<file path="config.mk">
export PLATFORM = sky130hd
export DESIGN_NAME = mid_decoder
export DESIGN_NICKNAME = d
export VERILOG_FILES = /design/src/mid_pkg.sv /design/src/mid_wreg_file.sv /design/src/mid_decoder.sv
export SDC_FILE = /design/constraint.sdc
export NUM_CORES = 1
export LEC_CHECK = 0
export BUFFER_PORTS_ARGS = -buffer_cell sky130_fd_sc_hd__buf_2
export CAP_MARGIN = 20
export CORE_ASPECT_RATIO = 2
export CORE_MARGIN = 4
export CORE_UTILIZATION = 28
export DETAILED_ROUTE_END_ITERATION = 7
export SYNTH_ARGS = -nofsm -noshare
export SYNTH_HDL_FRONTEND = slang
export SYNTH_SLANG_ARGS = --single-unit
</file>
<file path="constraint.sdc">
create_clock -name mclk_i -period 20.7 [get_ports mclk_i]
set_input_delay 4.14 -clock mclk_i [delete_from_list [all_inputs] [get_ports mclk_i]]
set_output_delay 4.14 -clock mclk_i [all_outputs]
set_load 0.1 [all_outputs]
</file>
<file path="src/mid_pkg.sv">
// Constants and types for the upper instruction decoder.
// Assumes a 16-bit instruction word from program ROM.
package mid_pkg;

  // ----------------------------------------
  // Opcode patterns: {value, fixed-bit mask}
  // ----------------------------------------
  localparam logic [31:0] OPC_MWR_IND = 32'h6f00_ff80;
  localparam logic [31:0] OPC_MV_WREG = 32'h7000_f800;
  localparam logic [31:0] OPC_MV_RAM  = 32'h7800_f800;
  localparam logic [31:0] OPC_JBIT    = 32'h8000_e000;
  localparam logic [31:0] OPC_JNZ     = 32'ha000_f800;
  localparam logic [31:0] OPC_JNC     = 32'ha800_f800;
  localparam logic [31:0] OPC_JZ      = 32'hb000_f800;
  localparam logic [31:0] OPC_JC      = 32'hb800_f800;
  localparam logic [31:0] OPC_CALL    = 32'hc000_f800;
  localparam logic [31:0] OPC_JMP     = 32'hd000_f800;
  localparam logic [31:0] OPC_RTS     = 32'hd800_ffff;
  localparam logic [31:0] OPC_SCC     = 32'hd900_ffb8;
  localparam logic [31:0] OPC_SPA     = 32'hdc00_ffe0;
  localparam logic [31:0] OPC_SPB     = 32'hdd00_ffe0;
  localparam logic [31:0] OPC_SPC     = 32'hde00_ffe0;
  localparam logic [31:0] OPC_TIMER1_IMMEDIATE_LOAD    = 32'he200_ff00;
  localparam logic [31:0] OPC_SPK     = 32'he300_ff80;
  localparam logic [31:0] OPC_TIMER2_IMMEDIATE_LOAD    = 32'he600_fe00;
  localparam logic [31:0] OPC_SHE     = 32'he800_ff81;
  localparam logic [31:0] OPC_SIE     = 32'he900_ff80;
  localparam logic [31:0] OPC_PLC     = 32'hea00_fe80;
  localparam logic [31:0] OPC_SRE     = 32'hed00_ff4f;
  localparam logic [31:0] OPC_FAST    = 32'hee00_ffff;
  localparam logic [31:0] OPC_SLOW    = 32'hef00_ffff;
  localparam logic [31:0] OPC_SF      = 32'hf000_ff60;
  localparam logic [31:0] OPC_RF      = 32'hf400_ff68;
  localparam logic [31:0] OPC_SF2     = 32'hf800_fff0;
  localparam logic [31:0] OPC_RF2     = 32'hf900_fff0;
  localparam logic [31:0] OPC_ALM     = 32'hfa00_fe00;
  localparam logic [31:0] OPC_ELC     = 32'hfc00_fe00;
  localparam logic [31:0] OPC_HALT    = 32'hfe00_ffff;
  localparam logic [31:0] OPC_STOP    = 32'hff00_ffff;

  // ----------------------------------------
  // Reset values and sizes
  // ----------------------------------------
  localparam int         WREG_DEPTH = 16;
  localparam logic [3:0] ACC_RST    = 4'h0;

  // ----------------------------------------
  // Types
  // ----------------------------------------
  typedef enum logic [2:0] {
    ST_RUN  = 3'b001,
    ST_HALT = 3'b010,
    ST_STOP = 3'b100
  } mid_state_t;

  // Peripheral configuration written by control opcodes
  typedef struct packed {
    logic        tone_clk_instr; // 1: instruction clock, 0: stage 0
    logic [2:0]  debounce_sel;   // 001 stage 10, 010 stage 8
    logic [2:0]  port_pull;      // C,B,A pull-low (C also low hold)
    logic [11:0] port_dir;       // C[11:8] B[7:4] A[3:0]
    logic [1:0]  t1_clk;
    logic [5:0]  t1_preset;
    logic [2:0]  t2_clk;
    logic [5:0]  t2_preset;
    logic        key_rel_scan;
    logic        key_hiz;
    logic        key_all_high;
    logic [3:0]  key_line;
    logic [6:1]  halt_wake_enable;
    logic [6:0]  irq_enable;
    logic [2:0]  stop_wake_enable; // port C, ext int, key scan
    logic [2:0]  buzz_src;
    logic [5:0]  buzz_mod;
    logic        el_pump_div_clk;
    logic [1:0]  el_pump_div;
    logic [1:0]  el_pump_duty;
    logic [1:0]  el_drive_clk;
    logic [1:0]  el_drive_duty;
  } mid_cfg_t;

  // System flags
  typedef struct packed {
    logic timer_reload_one;
    logic watchdog_enable_flag;
    logic halt_after_el;
    logic el_light;
    logic backup_flag;
    logic carry_flag;
    logic irq_pin_strong_pulldown;
    logic segments_blank;
    logic counter_enable_override;
    logic timer_reload_two;
    logic sclk_fast;
  } mid_flags_t;

endpackage

</file>
<file path="src/mid_wreg_file.sv">
// Working register file, one nibble per entry.
// Assumes a single clock; read is combinational.
`timescale 1ns/1ps
`default_nettype none
module mid_wreg_file #(
  parameter int DEPTH = 16,
  parameter int W     = 4
) (
  // Clock and reset
  input  wire logic                     mclk_i,
  input  wire logic                     sys_rst_i,
  // Write port
  input  wire logic                     we_i,
  input  wire logic [$clog2(DEPTH)-1:0] waddr_i,
  input  wire logic [W-1:0]             wdata_i,
  // Read port
  input  wire logic [$clog2(DEPTH)-1:0] raddr_i,
  output logic      [W-1:0]             rdata_o
);
  logic [W-1:0] mem_q [DEPTH];

  // Storage, cleared at reset
  always_ff @(posedge mclk_i or posedge sys_rst_i) begin
    if (sys_rst_i) begin
      for (int i = 0; i < DEPTH; i++) begin
        mem_q[i] <= '0;
      end
    end else if (we_i) begin
      mem_q[waddr_i] <= wdata_i;
    end
  end

  // Read selection
  assign rdata_o = mem_q[raddr_i];
endmodule
`default_nettype wire

</file>
<file path="src/mid_decoder.sv">
// Upper instruction decoder and executor: moves, jumps, calls, control ops.
// Assumes the instruction at pc_o is offered with instr_valid_i, RAM read
// data follows ram_raddr_o in the same cycle, and wake events are pulses.
// ----------------------------------------
// Behaviour
// - Indirect move copies RAM at index pointer into accumulator and addressed RAM
// - Prefix 0111 moves nibble RAM to working reg or back; accumulator also loaded
// - Bit-test jumps pick accumulator bit by bits 12:11, jump when it is one
// - Nonzero-test and zero-test jumps follow the accumulator value
// - Carry-clear and carry-set jumps follow the carry flag
// - Call pushes program counter plus one, then jumps to target
// - Jump loads target; return restores the counter pushed by call
// - Port setup ops set pull-low from bit 4 and directions from 3..0
// - Timer-1 immediate loads preset 5..0 and clock choice 7:6
// - Timer-2 immediate loads preset 5..0 and clock choice 8..6
// - Key-scan setup sets release mode, high-z, all-high and line select
// - Halt-wake enable op writes six enables from bits 6..1
// - Interrupt enable op writes seven enables from bits 6..0
// - Two fixed opcodes select fast or slow instruction clock
// - Flag-set op sets reload 1, watchdog, halt-after-EL, EL light, backup, carry
// - Flag-reset op clears reload 1, watchdog, EL light, backup, carry
// - Second set/reset ops drive pull-down, blanking, override, reload 2
// - Buzzer op selects source from 8..6 and modulation gates from 5..0
// - EL-panel op sets pump clock, pump duty, drive clock and drive duty
// - Halt and stop opcodes suspend execution until an enabled wake source
// ----------------------------------------
`timescale 1ns/1ps
`default_nettype none
module mid_decoder
  import mid_pkg::*;
#(
  parameter int PC_W        = 11,
  parameter int STACK_DEPTH = 4,
  parameter int RAM_AW      = 7
) (
  // Clock and reset
  input  wire logic              mclk_i,
  input  wire logic              sys_rst_i,
  // Instruction stream
  input  wire logic [15:0]       instr_i,
  input  wire logic              instr_valid_i,
  output logic      [PC_W-1:0]   pc_o,
  // Data RAM
  input  wire logic [RAM_AW-1:0] index_pointer_i,
  output logic      [RAM_AW-1:0] ram_raddr_o,
  input  wire logic [3:0]        ram_rdata_i,
  output logic                   ram_we_o,
  output logic      [RAM_AW-1:0] ram_waddr_o,
  output logic      [3:0]        ram_wdata_o,
  // Wake sources
  input  wire logic [6:0]        wake_evt_i,
  input  wire logic [2:0]        stop_evt_i,
  // State and configuration
  output logic      [3:0]        acc_o,
  output mid_pkg::mid_cfg_t      cfg_o,
  output mid_pkg::mid_flags_t    flags_o,
  output logic      [6:0]        halt_wake_request_o,
  output logic                   halted_o,
  output logic                   stopped_o,
  // Side-effect pulses
  output logic                   timer1_load_o,
  output logic                   timer2_load_o,
  output logic                   prediv_reset_o,
  output logic                   wdt_clear_o
);

  // ----------------------------------------
  // Helpers
  // ----------------------------------------
  function automatic logic hit(input logic [15:0] w, input logic [31:0] p);
    hit = (w & p[15:0]) == p[31:16];
  endfunction

  localparam int SP_W = $clog2(STACK_DEPTH);
  localparam int WA_W = $clog2(WREG_DEPTH);

  mid_state_t        state_q, state_d;
  logic [PC_W-1:0]   pc_q, pc_d;
  logic [PC_W-1:0]   stk_q [STACK_DEPTH];
  logic [SP_W-1:0]   sp_q;
  logic [3:0]        acc_q, acc_d;
  mid_cfg_t          cfg_q, cfg_d;
  mid_flags_t        flg_q, flg_d;
  logic [6:0]        hreq_q, hreq_clr;
  logic              ram_we_q;
  logic [RAM_AW-1:0] ram_waddr_q;
  logic [3:0]        ram_wdata_q;
  logic              t1_ld_q, t2_ld_q, pdr_q, wdc_q;
  logic [3:0]        wreg_rdata;

  // ----------------------------------------
  // Decode
  // ----------------------------------------
  // Execution happens only in run state with a valid word
  wire exec   = instr_valid_i && (state_q == ST_RUN);
  wire d_mwri = hit(instr_i, OPC_MWR_IND);
  wire d_mvw  = hit(instr_i, OPC_MV_WREG);
  wire d_mvr  = hit(instr_i, OPC_MV_RAM);
  wire d_jbit = hit(instr_i, OPC_JBIT);
  wire d_jnz  = hit(instr_i, OPC_JNZ);
  wire d_jnc  = hit(instr_i, OPC_JNC);
  wire d_jz   = hit(instr_i, OPC_JZ);
  wire d_jc   = hit(instr_i, OPC_JC);
  wire d_call = hit(instr_i, OPC_CALL);
  wire d_jmp  = hit(instr_i, OPC_JMP);
  wire d_rts  = hit(instr_i, OPC_RTS);
  wire d_halt = hit(instr_i, OPC_HALT);
  wire d_stop = hit(instr_i, OPC_STOP);
  wire d_sf   = hit(instr_i, OPC_SF);
  wire d_fast = hit(instr_i, OPC_FAST);

  // Operand fields
  wire [PC_W-1:0]   tgt     = instr_i[PC_W-1:0];
  wire [PC_W-1:0]   pc_inc  = pc_q + 1'b1;
  wire [RAM_AW-1:0] ram_x   = instr_i[RAM_AW-1:0];
  wire [WA_W-1:0]   wreg_y  = instr_i[10:7];
  wire              acc_bit = acc_q[instr_i[12:11]];

  // Jump decision
  wire jump = (d_jbit && acc_bit)
           || (d_jnz && (acc_q != 4'h0))
           || (d_jz && (acc_q == 4'h0))
           || (d_jnc && !flg_q.carry_flag)
           || (d_jc && flg_q.carry_flag)
           || d_call || d_jmp;

  // RAM read address: index pointer for indirect move
  assign ram_raddr_o = d_mwri ? index_pointer_i : ram_x;

  // Wake conditions
  wire halt_wake = |(hreq_q[6:1] & cfg_q.halt_wake_enable);
  wire stop_wake = |(stop_evt_i & cfg_q.stop_wake_enable);

  // ----------------------------------------
  // Program counter, state and stack
  // ----------------------------------------
  // Next counter: target, pop, or increment
  always_comb begin
    pc_d = pc_q;
    if (exec) begin
      if (jump) begin
        pc_d = tgt;
      end else if (d_rts) begin
        pc_d = stk_q[sp_q - 1'b1];
      end else begin
        pc_d = pc_inc;
      end
    end
  end

  // Run, halt and stop sequencing
  always_comb begin
    state_d = state_q;
    case (state_q)
      ST_RUN: begin
        if (exec && d_halt) begin
          state_d = ST_HALT;
        end else if (exec && d_stop) begin
          state_d = ST_STOP;
        end
      end
      ST_HALT: begin
        if (halt_wake) begin
          state_d = ST_RUN;
        end
      end
      ST_STOP: begin
        if (stop_wake) begin
          state_d = ST_RUN;
        end
      end
      default: state_d = ST_RUN;
    endcase
  end

  // Counter and state registers
  always_ff @(posedge mclk_i or posedge sys_rst_i) begin
    if (sys_rst_i) begin
      pc_q    <= '0;
      state_q <= ST_RUN;
    end else begin
      pc_q    <= pc_d;
      state_q <= state_d;
    end
  end

  // Return stack, wraps when over-used
  always_ff @(posedge mclk_i or posedge sys_rst_i) begin
    if (sys_rst_i) begin
      sp_q <= '0;
      for (int i = 0; i < STACK_DEPTH; i++) begin
        stk_q[i] <= '0;
      end
    end else if (exec && d_call) begin
      stk_q[sp_q] <= pc_inc;
      sp_q        <= sp_q + 1'b1;
    end else if (exec && d_rts) begin
      sp_q <= sp_q - 1'b1;
    end
  end

  // ----------------------------------------
  // Data moves
  // ----------------------------------------
  // Working register file
  mid_wreg_file #(
    .DEPTH (WREG_DEPTH),
    .W     (4)
  ) u_wreg (
    .mclk_i    (mclk_i),
    .sys_rst_i (sys_rst_i),
    .we_i      (exec && d_mvw),
    .waddr_i   (wreg_y),
    .wdata_i   (ram_rdata_i),
    .raddr_i   (wreg_y),
    .rdata_o   (wreg_rdata)
  );

  // Accumulator follows every move
  always_comb begin
    acc_d = acc_q;
    if (exec && (d_mwri || d_mvw)) begin
      acc_d = ram_rdata_i;
    end else if (exec && d_mvr) begin
      acc_d = wreg_rdata;
    end
  end

  // Registered RAM write port
  always_ff @(posedge mclk_i or posedge sys_rst_i) begin
    if (sys_rst_i) begin
      acc_q       <= ACC_RST;
      ram_we_q    <= 1'b0;
      ram_waddr_q <= '0;
      ram_wdata_q <= 4'h0;
    end else begin
      acc_q       <= acc_d;
      ram_we_q    <= exec && (d_mwri || d_mvr);
      ram_waddr_q <= ram_x;
      ram_wdata_q <= d_mvr ? wreg_rdata : ram_rdata_i;
    end
  end

  // ----------------------------------------
  // Control opcodes
  // ----------------------------------------
  // Configuration and flag updates
  always_comb begin
    cfg_d    = cfg_q;
    flg_d    = flg_q;
    hreq_clr = 7'h00;
    if (exec) begin
      if (hit(instr_i, OPC_SCC)) begin
        cfg_d.tone_clk_instr = instr_i[6];
        cfg_d.debounce_sel   = instr_i[2:0];
      end
      if (hit(instr_i, OPC_SPA)) begin
        cfg_d.port_pull[0]  = instr_i[4];
        cfg_d.port_dir[3:0] = instr_i[3:0];
      end
      if (hit(instr_i, OPC_SPB)) begin
        cfg_d.port_pull[1]  = instr_i[4];
        cfg_d.port_dir[7:4] = instr_i[3:0];
      end
      if (hit(instr_i, OPC_SPC)) begin
        cfg_d.port_pull[2]   = instr_i[4];
        cfg_d.port_dir[11:8] = instr_i[3:0];
      end
      if (hit(instr_i, OPC_TIMER1_IMMEDIATE_LOAD)) begin
        cfg_d.t1_clk    = instr_i[7:6];
        cfg_d.t1_preset = instr_i[5:0];
      end
      if (hit(instr_i, OPC_TIMER2_IMMEDIATE_LOAD)) begin
        cfg_d.t2_clk    = instr_i[8:6];
        cfg_d.t2_preset = instr_i[5:0];
      end
      if (hit(instr_i, OPC_SPK)) begin
        cfg_d.key_rel_scan = instr_i[6];
        cfg_d.key_hiz      = instr_i[5];
        cfg_d.key_all_high = instr_i[4];
        cfg_d.key_line     = instr_i[3:0];
      end
      if (hit(instr_i, OPC_SHE)) begin
        cfg_d.halt_wake_enable = instr_i[6:1];
      end
      if (hit(instr_i, OPC_SIE)) begin
        cfg_d.irq_enable = instr_i[6:0];
      end
      if (hit(instr_i, OPC_PLC)) begin
        hreq_clr = instr_i[6:0];
      end
      if (hit(instr_i, OPC_SRE)) begin
        cfg_d.stop_wake_enable = {instr_i[4], instr_i[5], instr_i[7]};
      end
      if (d_fast) begin
        flg_d.sclk_fast = 1'b1;
      end
      if (hit(instr_i, OPC_SLOW)) begin
        flg_d.sclk_fast = 1'b0;
      end
      if (d_sf) begin
        flg_d.timer_reload_one     |= instr_i[7];
        flg_d.watchdog_enable_flag |= instr_i[4];
        flg_d.halt_after_el        |= instr_i[3];
        flg_d.el_light             |= instr_i[2];
        flg_d.backup_flag          |= instr_i[1];
        flg_d.carry_flag           |= instr_i[0];
      end
      if (hit(instr_i, OPC_RF)) begin
        flg_d.timer_reload_one     &= !instr_i[7];
        flg_d.watchdog_enable_flag &= !instr_i[4];
        flg_d.el_light             &= !instr_i[2];
        flg_d.backup_flag          &= !instr_i[1];
        flg_d.carry_flag           &= !instr_i[0];
      end
      if (hit(instr_i, OPC_SF2)) begin
        flg_d.irq_pin_strong_pulldown |= instr_i[3];
        flg_d.segments_blank          |= instr_i[2];
        flg_d.counter_enable_override |= instr_i[1];
        flg_d.timer_reload_two        |= instr_i[0];
      end
      if (hit(instr_i, OPC_RF2)) begin
        flg_d.irq_pin_strong_pulldown &= !instr_i[3];
        flg_d.segments_blank          &= !instr_i[2];
        flg_d.counter_enable_override &= !instr_i[1];
        flg_d.timer_reload_two        &= !instr_i[0];
      end
      if (hit(instr_i, OPC_ALM)) begin
        cfg_d.buzz_src = instr_i[8:6];
        cfg_d.buzz_mod = instr_i[5:0];
      end
      if (hit(instr_i, OPC_ELC)) begin
        cfg_d.el_pump_div_clk = instr_i[8];
        cfg_d.el_pump_div     = instr_i[7:6];
        cfg_d.el_pump_duty    = instr_i[5:4];
        cfg_d.el_drive_clk    = instr_i[3:2];
        cfg_d.el_drive_duty   = instr_i[1:0];
      end
    end
  end

  // Configuration, flags and sticky wake requests; new event beats clear
  always_ff @(posedge mclk_i or posedge sys_rst_i) begin
    if (sys_rst_i) begin
      cfg_q  <= '0;
      flg_q  <= '0;
      hreq_q <= 7'h00;
    end else begin
      cfg_q  <= cfg_d;
      flg_q  <= flg_d;
      hreq_q <= (hreq_q & ~hreq_clr) | wake_evt_i;
    end
  end

  // Side-effect pulses, one cycle each
  always_ff @(posedge mclk_i or posedge sys_rst_i) begin
    if (sys_rst_i) begin
      t1_ld_q <= 1'b0;
      t2_ld_q <= 1'b0;
      pdr_q   <= 1'b0;
      wdc_q   <= 1'b0;
    end else begin
      t1_ld_q <= exec && hit(instr_i, OPC_TIMER1_IMMEDIATE_LOAD);
      t2_ld_q <= exec && hit(instr_i, OPC_TIMER2_IMMEDIATE_LOAD);
      pdr_q   <= exec && hit(instr_i, OPC_PLC) && instr_i[8];
      wdc_q   <= exec && hit(instr_i, OPC_RF) && instr_i[4];
    end
  end

  // ----------------------------------------
  // Outputs
  // ----------------------------------------
  assign pc_o                = pc_q;
  assign acc_o               = acc_q;
  assign cfg_o               = cfg_q;
  assign flags_o             = flg_q;
  assign halt_wake_request_o = hreq_q;
  assign halted_o            = state_q == ST_HALT;
  assign stopped_o           = state_q == ST_STOP;
  assign ram_we_o            = ram_we_q;
  assign ram_waddr_o         = ram_waddr_q;
  assign ram_wdata_o         = ram_wdata_q;
  assign timer1_load_o       = t1_ld_q;
  assign timer2_load_o       = t2_ld_q;
  assign prediv_reset_o      = pdr_q;
  assign wdt_clear_o         = wdc_q;

  wire [PC_W-1:0] stk_top = stk_q[sp_q - 1'b1];
endmodule
`default_nettype wire

</file>
==> flow_summary.yaml <==
run_status:
  status: "completed"
global_route:
  grt_max_degree: 113
  grtUsageTotal: 0.1574
  overflow: 0
  grt_pass1_vias: 8019
  grt_first_pass_wirelength_um: 50270
  antenna_found_initial: 1
power:
  leakage_nw: 6.219
  total_power_mw: 1.232
  powerDensity_nw_per_um2: 95.04
  max-vdd-ir-drop_mv: 0.06748
sta:
  setup_viol: 0
  finalCritPeriodShare: 0.5224
  tns_ps: 0
  rsz0062_at_grt: "no"
  whs_ps: 475.9
  hold_viol_final: 0
  fin_worst_skew_ps: 14.92
  slew_viol_final: 0
  period_needed_ps: 10810
  layout_setup_ws_ps: 9887
  fmax_mhz: 92.48
  tightest_slew_ps: 1050
  slew_headroom: 0.2943
routing:
  wirelength_um: 33260
  dr_total_vias: 7422
  drt_iter0_markers: 342
  drc_errors: 0
  wl_per_cell_um: 21.74
  dr.pass1.iters: 6
  viasPerCell: 4.851
  antenna_left: 0
clock_tree:
  cts_buffers: 23
  clkLatencyLatePin_ps: 530
  htreeDepth: 1
  cts-hold-fix-buffers: 0
  cts_tree: "built"
  cts_resized: 0
  root_buffer: "clkbuf_16"
  post_cts_buffers: 0
  clock_sink_count: 239
  path_clk_slew_ps: 70
  clock_path_buffers: 3
placed_design:
  hpwl_um: 24570
  io_buffers: 174
  place_inst: 1491
  place_area_sq_um: 12190
  gp_congestion: 0.8592
  place_ws_ps: 9887
critical_path:
  ff2ff_path_depth: 6
  crit_start: "instr_i[8]"
  worstPathArrival_ps: 6670
  path_class: "input port to primary output"
  regToRegEndpoint: "pc_o[0]$_DFFE_PP0P_"
  rr_startpoint: "sp_q[0]$_DFFE_PP0P_"
  cp_max_fo: 35
  reg2reg_setup_slack_ps: 17680
  critPathCaptureType: "primary output"
  cp.required_ps: 16560
  crit_path_start_kind: "input port"
min_path:
  hp-class: "register to register"
  worstHoldEndpoint: "stk_q[43]$_DFFE_PP0P_"
  hold_depth: 2
  hold_start: "stk_q[43]$_DFFE_PP0P_"
floorplan:
  die-area_sq_um: 41850
  initial_core_util: 0.2831
  fp.dieW_um: 146.7
  core_area_sq_um: 38040
  rows: 101
  io_pins: 175
  die_height_um: 285.3
synthesis:
  synth_area_leader_cell: "dfrtp_1"
  ys_top_cells_by_area: "dfrtp_1 (55%), mux2_2 (17%), mux4_2 (6.5%)"
  synth.top_cell.area_share: 0.5531
  synth_cell_types: 55
  ys_ff_latch: 239
  syn_area_sq_um: 10770
  synth-main-ff-cell: "dfrtp_1"
  ys_seq_area_frac: 0.5555
  syn_inst: 841
  synth.avg_cell_area_sq_um: 12.80
  ys_warn_count: 0
  synthArstFlopShare: 1.000
  syn-num-nets: 886
  synth_edf_count: 0
layout:
  mostFrequentLayoutCells: "dfrtp_1 (238), buf_2 (174), mux2_2 (163), nand2_1 (86), o21ai_0 (44)"
  final_area_sq_um: 12960
  fillers: 3752
  final_nets: 1047
  n_antenna_cell: 0
  areaGrowthSynthToFinish_pct: 20.37
  finalNonFillerCells: 1530
  final_common_cell: "dfrtp_1"
  postLayoutCoreUtil: 0.3407
  drive_gt1_frac: 0.4256
job:
  cap_viol_max_count: 0
-- how the worst max path moves through the flow --
stage	to	slack [ps]	cells after the start
after floorplan	async pin	10000	1
after global placement	ram_raddr_o[2]	10000	6
after detailed placement	ram_raddr_o[4]	9890	6
after CTS	ram_raddr_o[4]	9880	6
after global routing	ram_raddr_o[6]	9740	6
final	ram_raddr_o[4]	9890	6
-- power breakdown --
part	internal [mW]	switching [mW]
combinational	0.0654	0.204
sequential	0.497	0.0337
clock	0.250	0.182
-- flip-flops by register name (all words and copies together) (netlist names), named ones only --
register             count
cfg_o                   77
halt_wake_request_o      7
ram_wdata_o              4
acc_o                    4
stk_q                   44
wdt_clear_o              1
timer2_load_o            1
ram_waddr_o              7
flags_o                  2
timer1_load_o            1
sp_q                     2
u_wreg.mem_q            64
state_q                  3
ram_we_o                 1
pc_o                    11
prediv_reset_o           1
-- cell usage after synthesis, types with 2 or more instances --
cell type	n
or3_1	4
a31oi_1	3
nor4_1	4
buf_2	7
a21o_1	8
and3b_1	2
and2_1	5
and3_1	5
or4_1	2
or2_2	4
nand2b_1	4
xor2_1	6
o2111ai_1	4
clkbuf_1	37
ha_1	5
nand3_1	19
xnor2_1	8
nor3_1	11
mux2_2	163
o21ai_0	44
nor2b_1	13
nand2_1	86
buf_1	6
a22oi_1	4
a211oi_1	6
inv_1	19
nor2_1	25
dfrtp_1	238
mux2i_1	6
o211ai_1	6
o31ai_1	5
mux4_2	31
nand4_1	9
nor3b_1	4
nor4bb_1	3
o311ai_2	2
buf_6	2
a21oi_1	14
-- cell type report --
| type | count | area [sq um] | area share |
|---|---|---|---|
| Clock buffer | 32 | 669.4 | 0.05165 |
| Clock inverter | 6 | 87.58 | 0.006757 |
| Inverter | 19 | 78.83 | 0.006082 |
| Multi-Input combinational cell | 531 | 4517 | 0.3485 |
| Sequential cell | 239 | 5982 | 0.4615 |
| Tap cell | 515 | 644.4 | 0.04972 |
| Timing Repair Buffer | 188 | 982.2 | 0.07578 |
-- metal layers --
metal  global-route usage  vias to the layer above  share of wire
met5                    0                        -        0.00060
met4              0.08596                        2          0.055
met3              0.01972                       74          0.038
met2               0.2985                      198           0.56
met1               0.1654                     3815           0.35
li1                     -                     3333              -
-- critical path, stage by stage --
cell and delay (ps):
buf_2 620, nor2b_1 320, and3b_1 320, nand2_1 450
mux2_2 370, buf_2 430
-- kinds of logic after synthesis --
logic type / count (synthesis) / share of synthesized area
XOR/XNOR: 14 / 0.01139
flip-flops: 239 / 0.5555
buffers and inverters: 71 / 0.02696
AND/OR/NAND/NOR: 207 / 0.09621
multiplexers: 200 / 0.2409
AO/OA/AOI/OAI: 105 / 0.06321
adder cells (fa/ha/maj): 5 / 0.005810
Power figures use the tool's default switching activity.
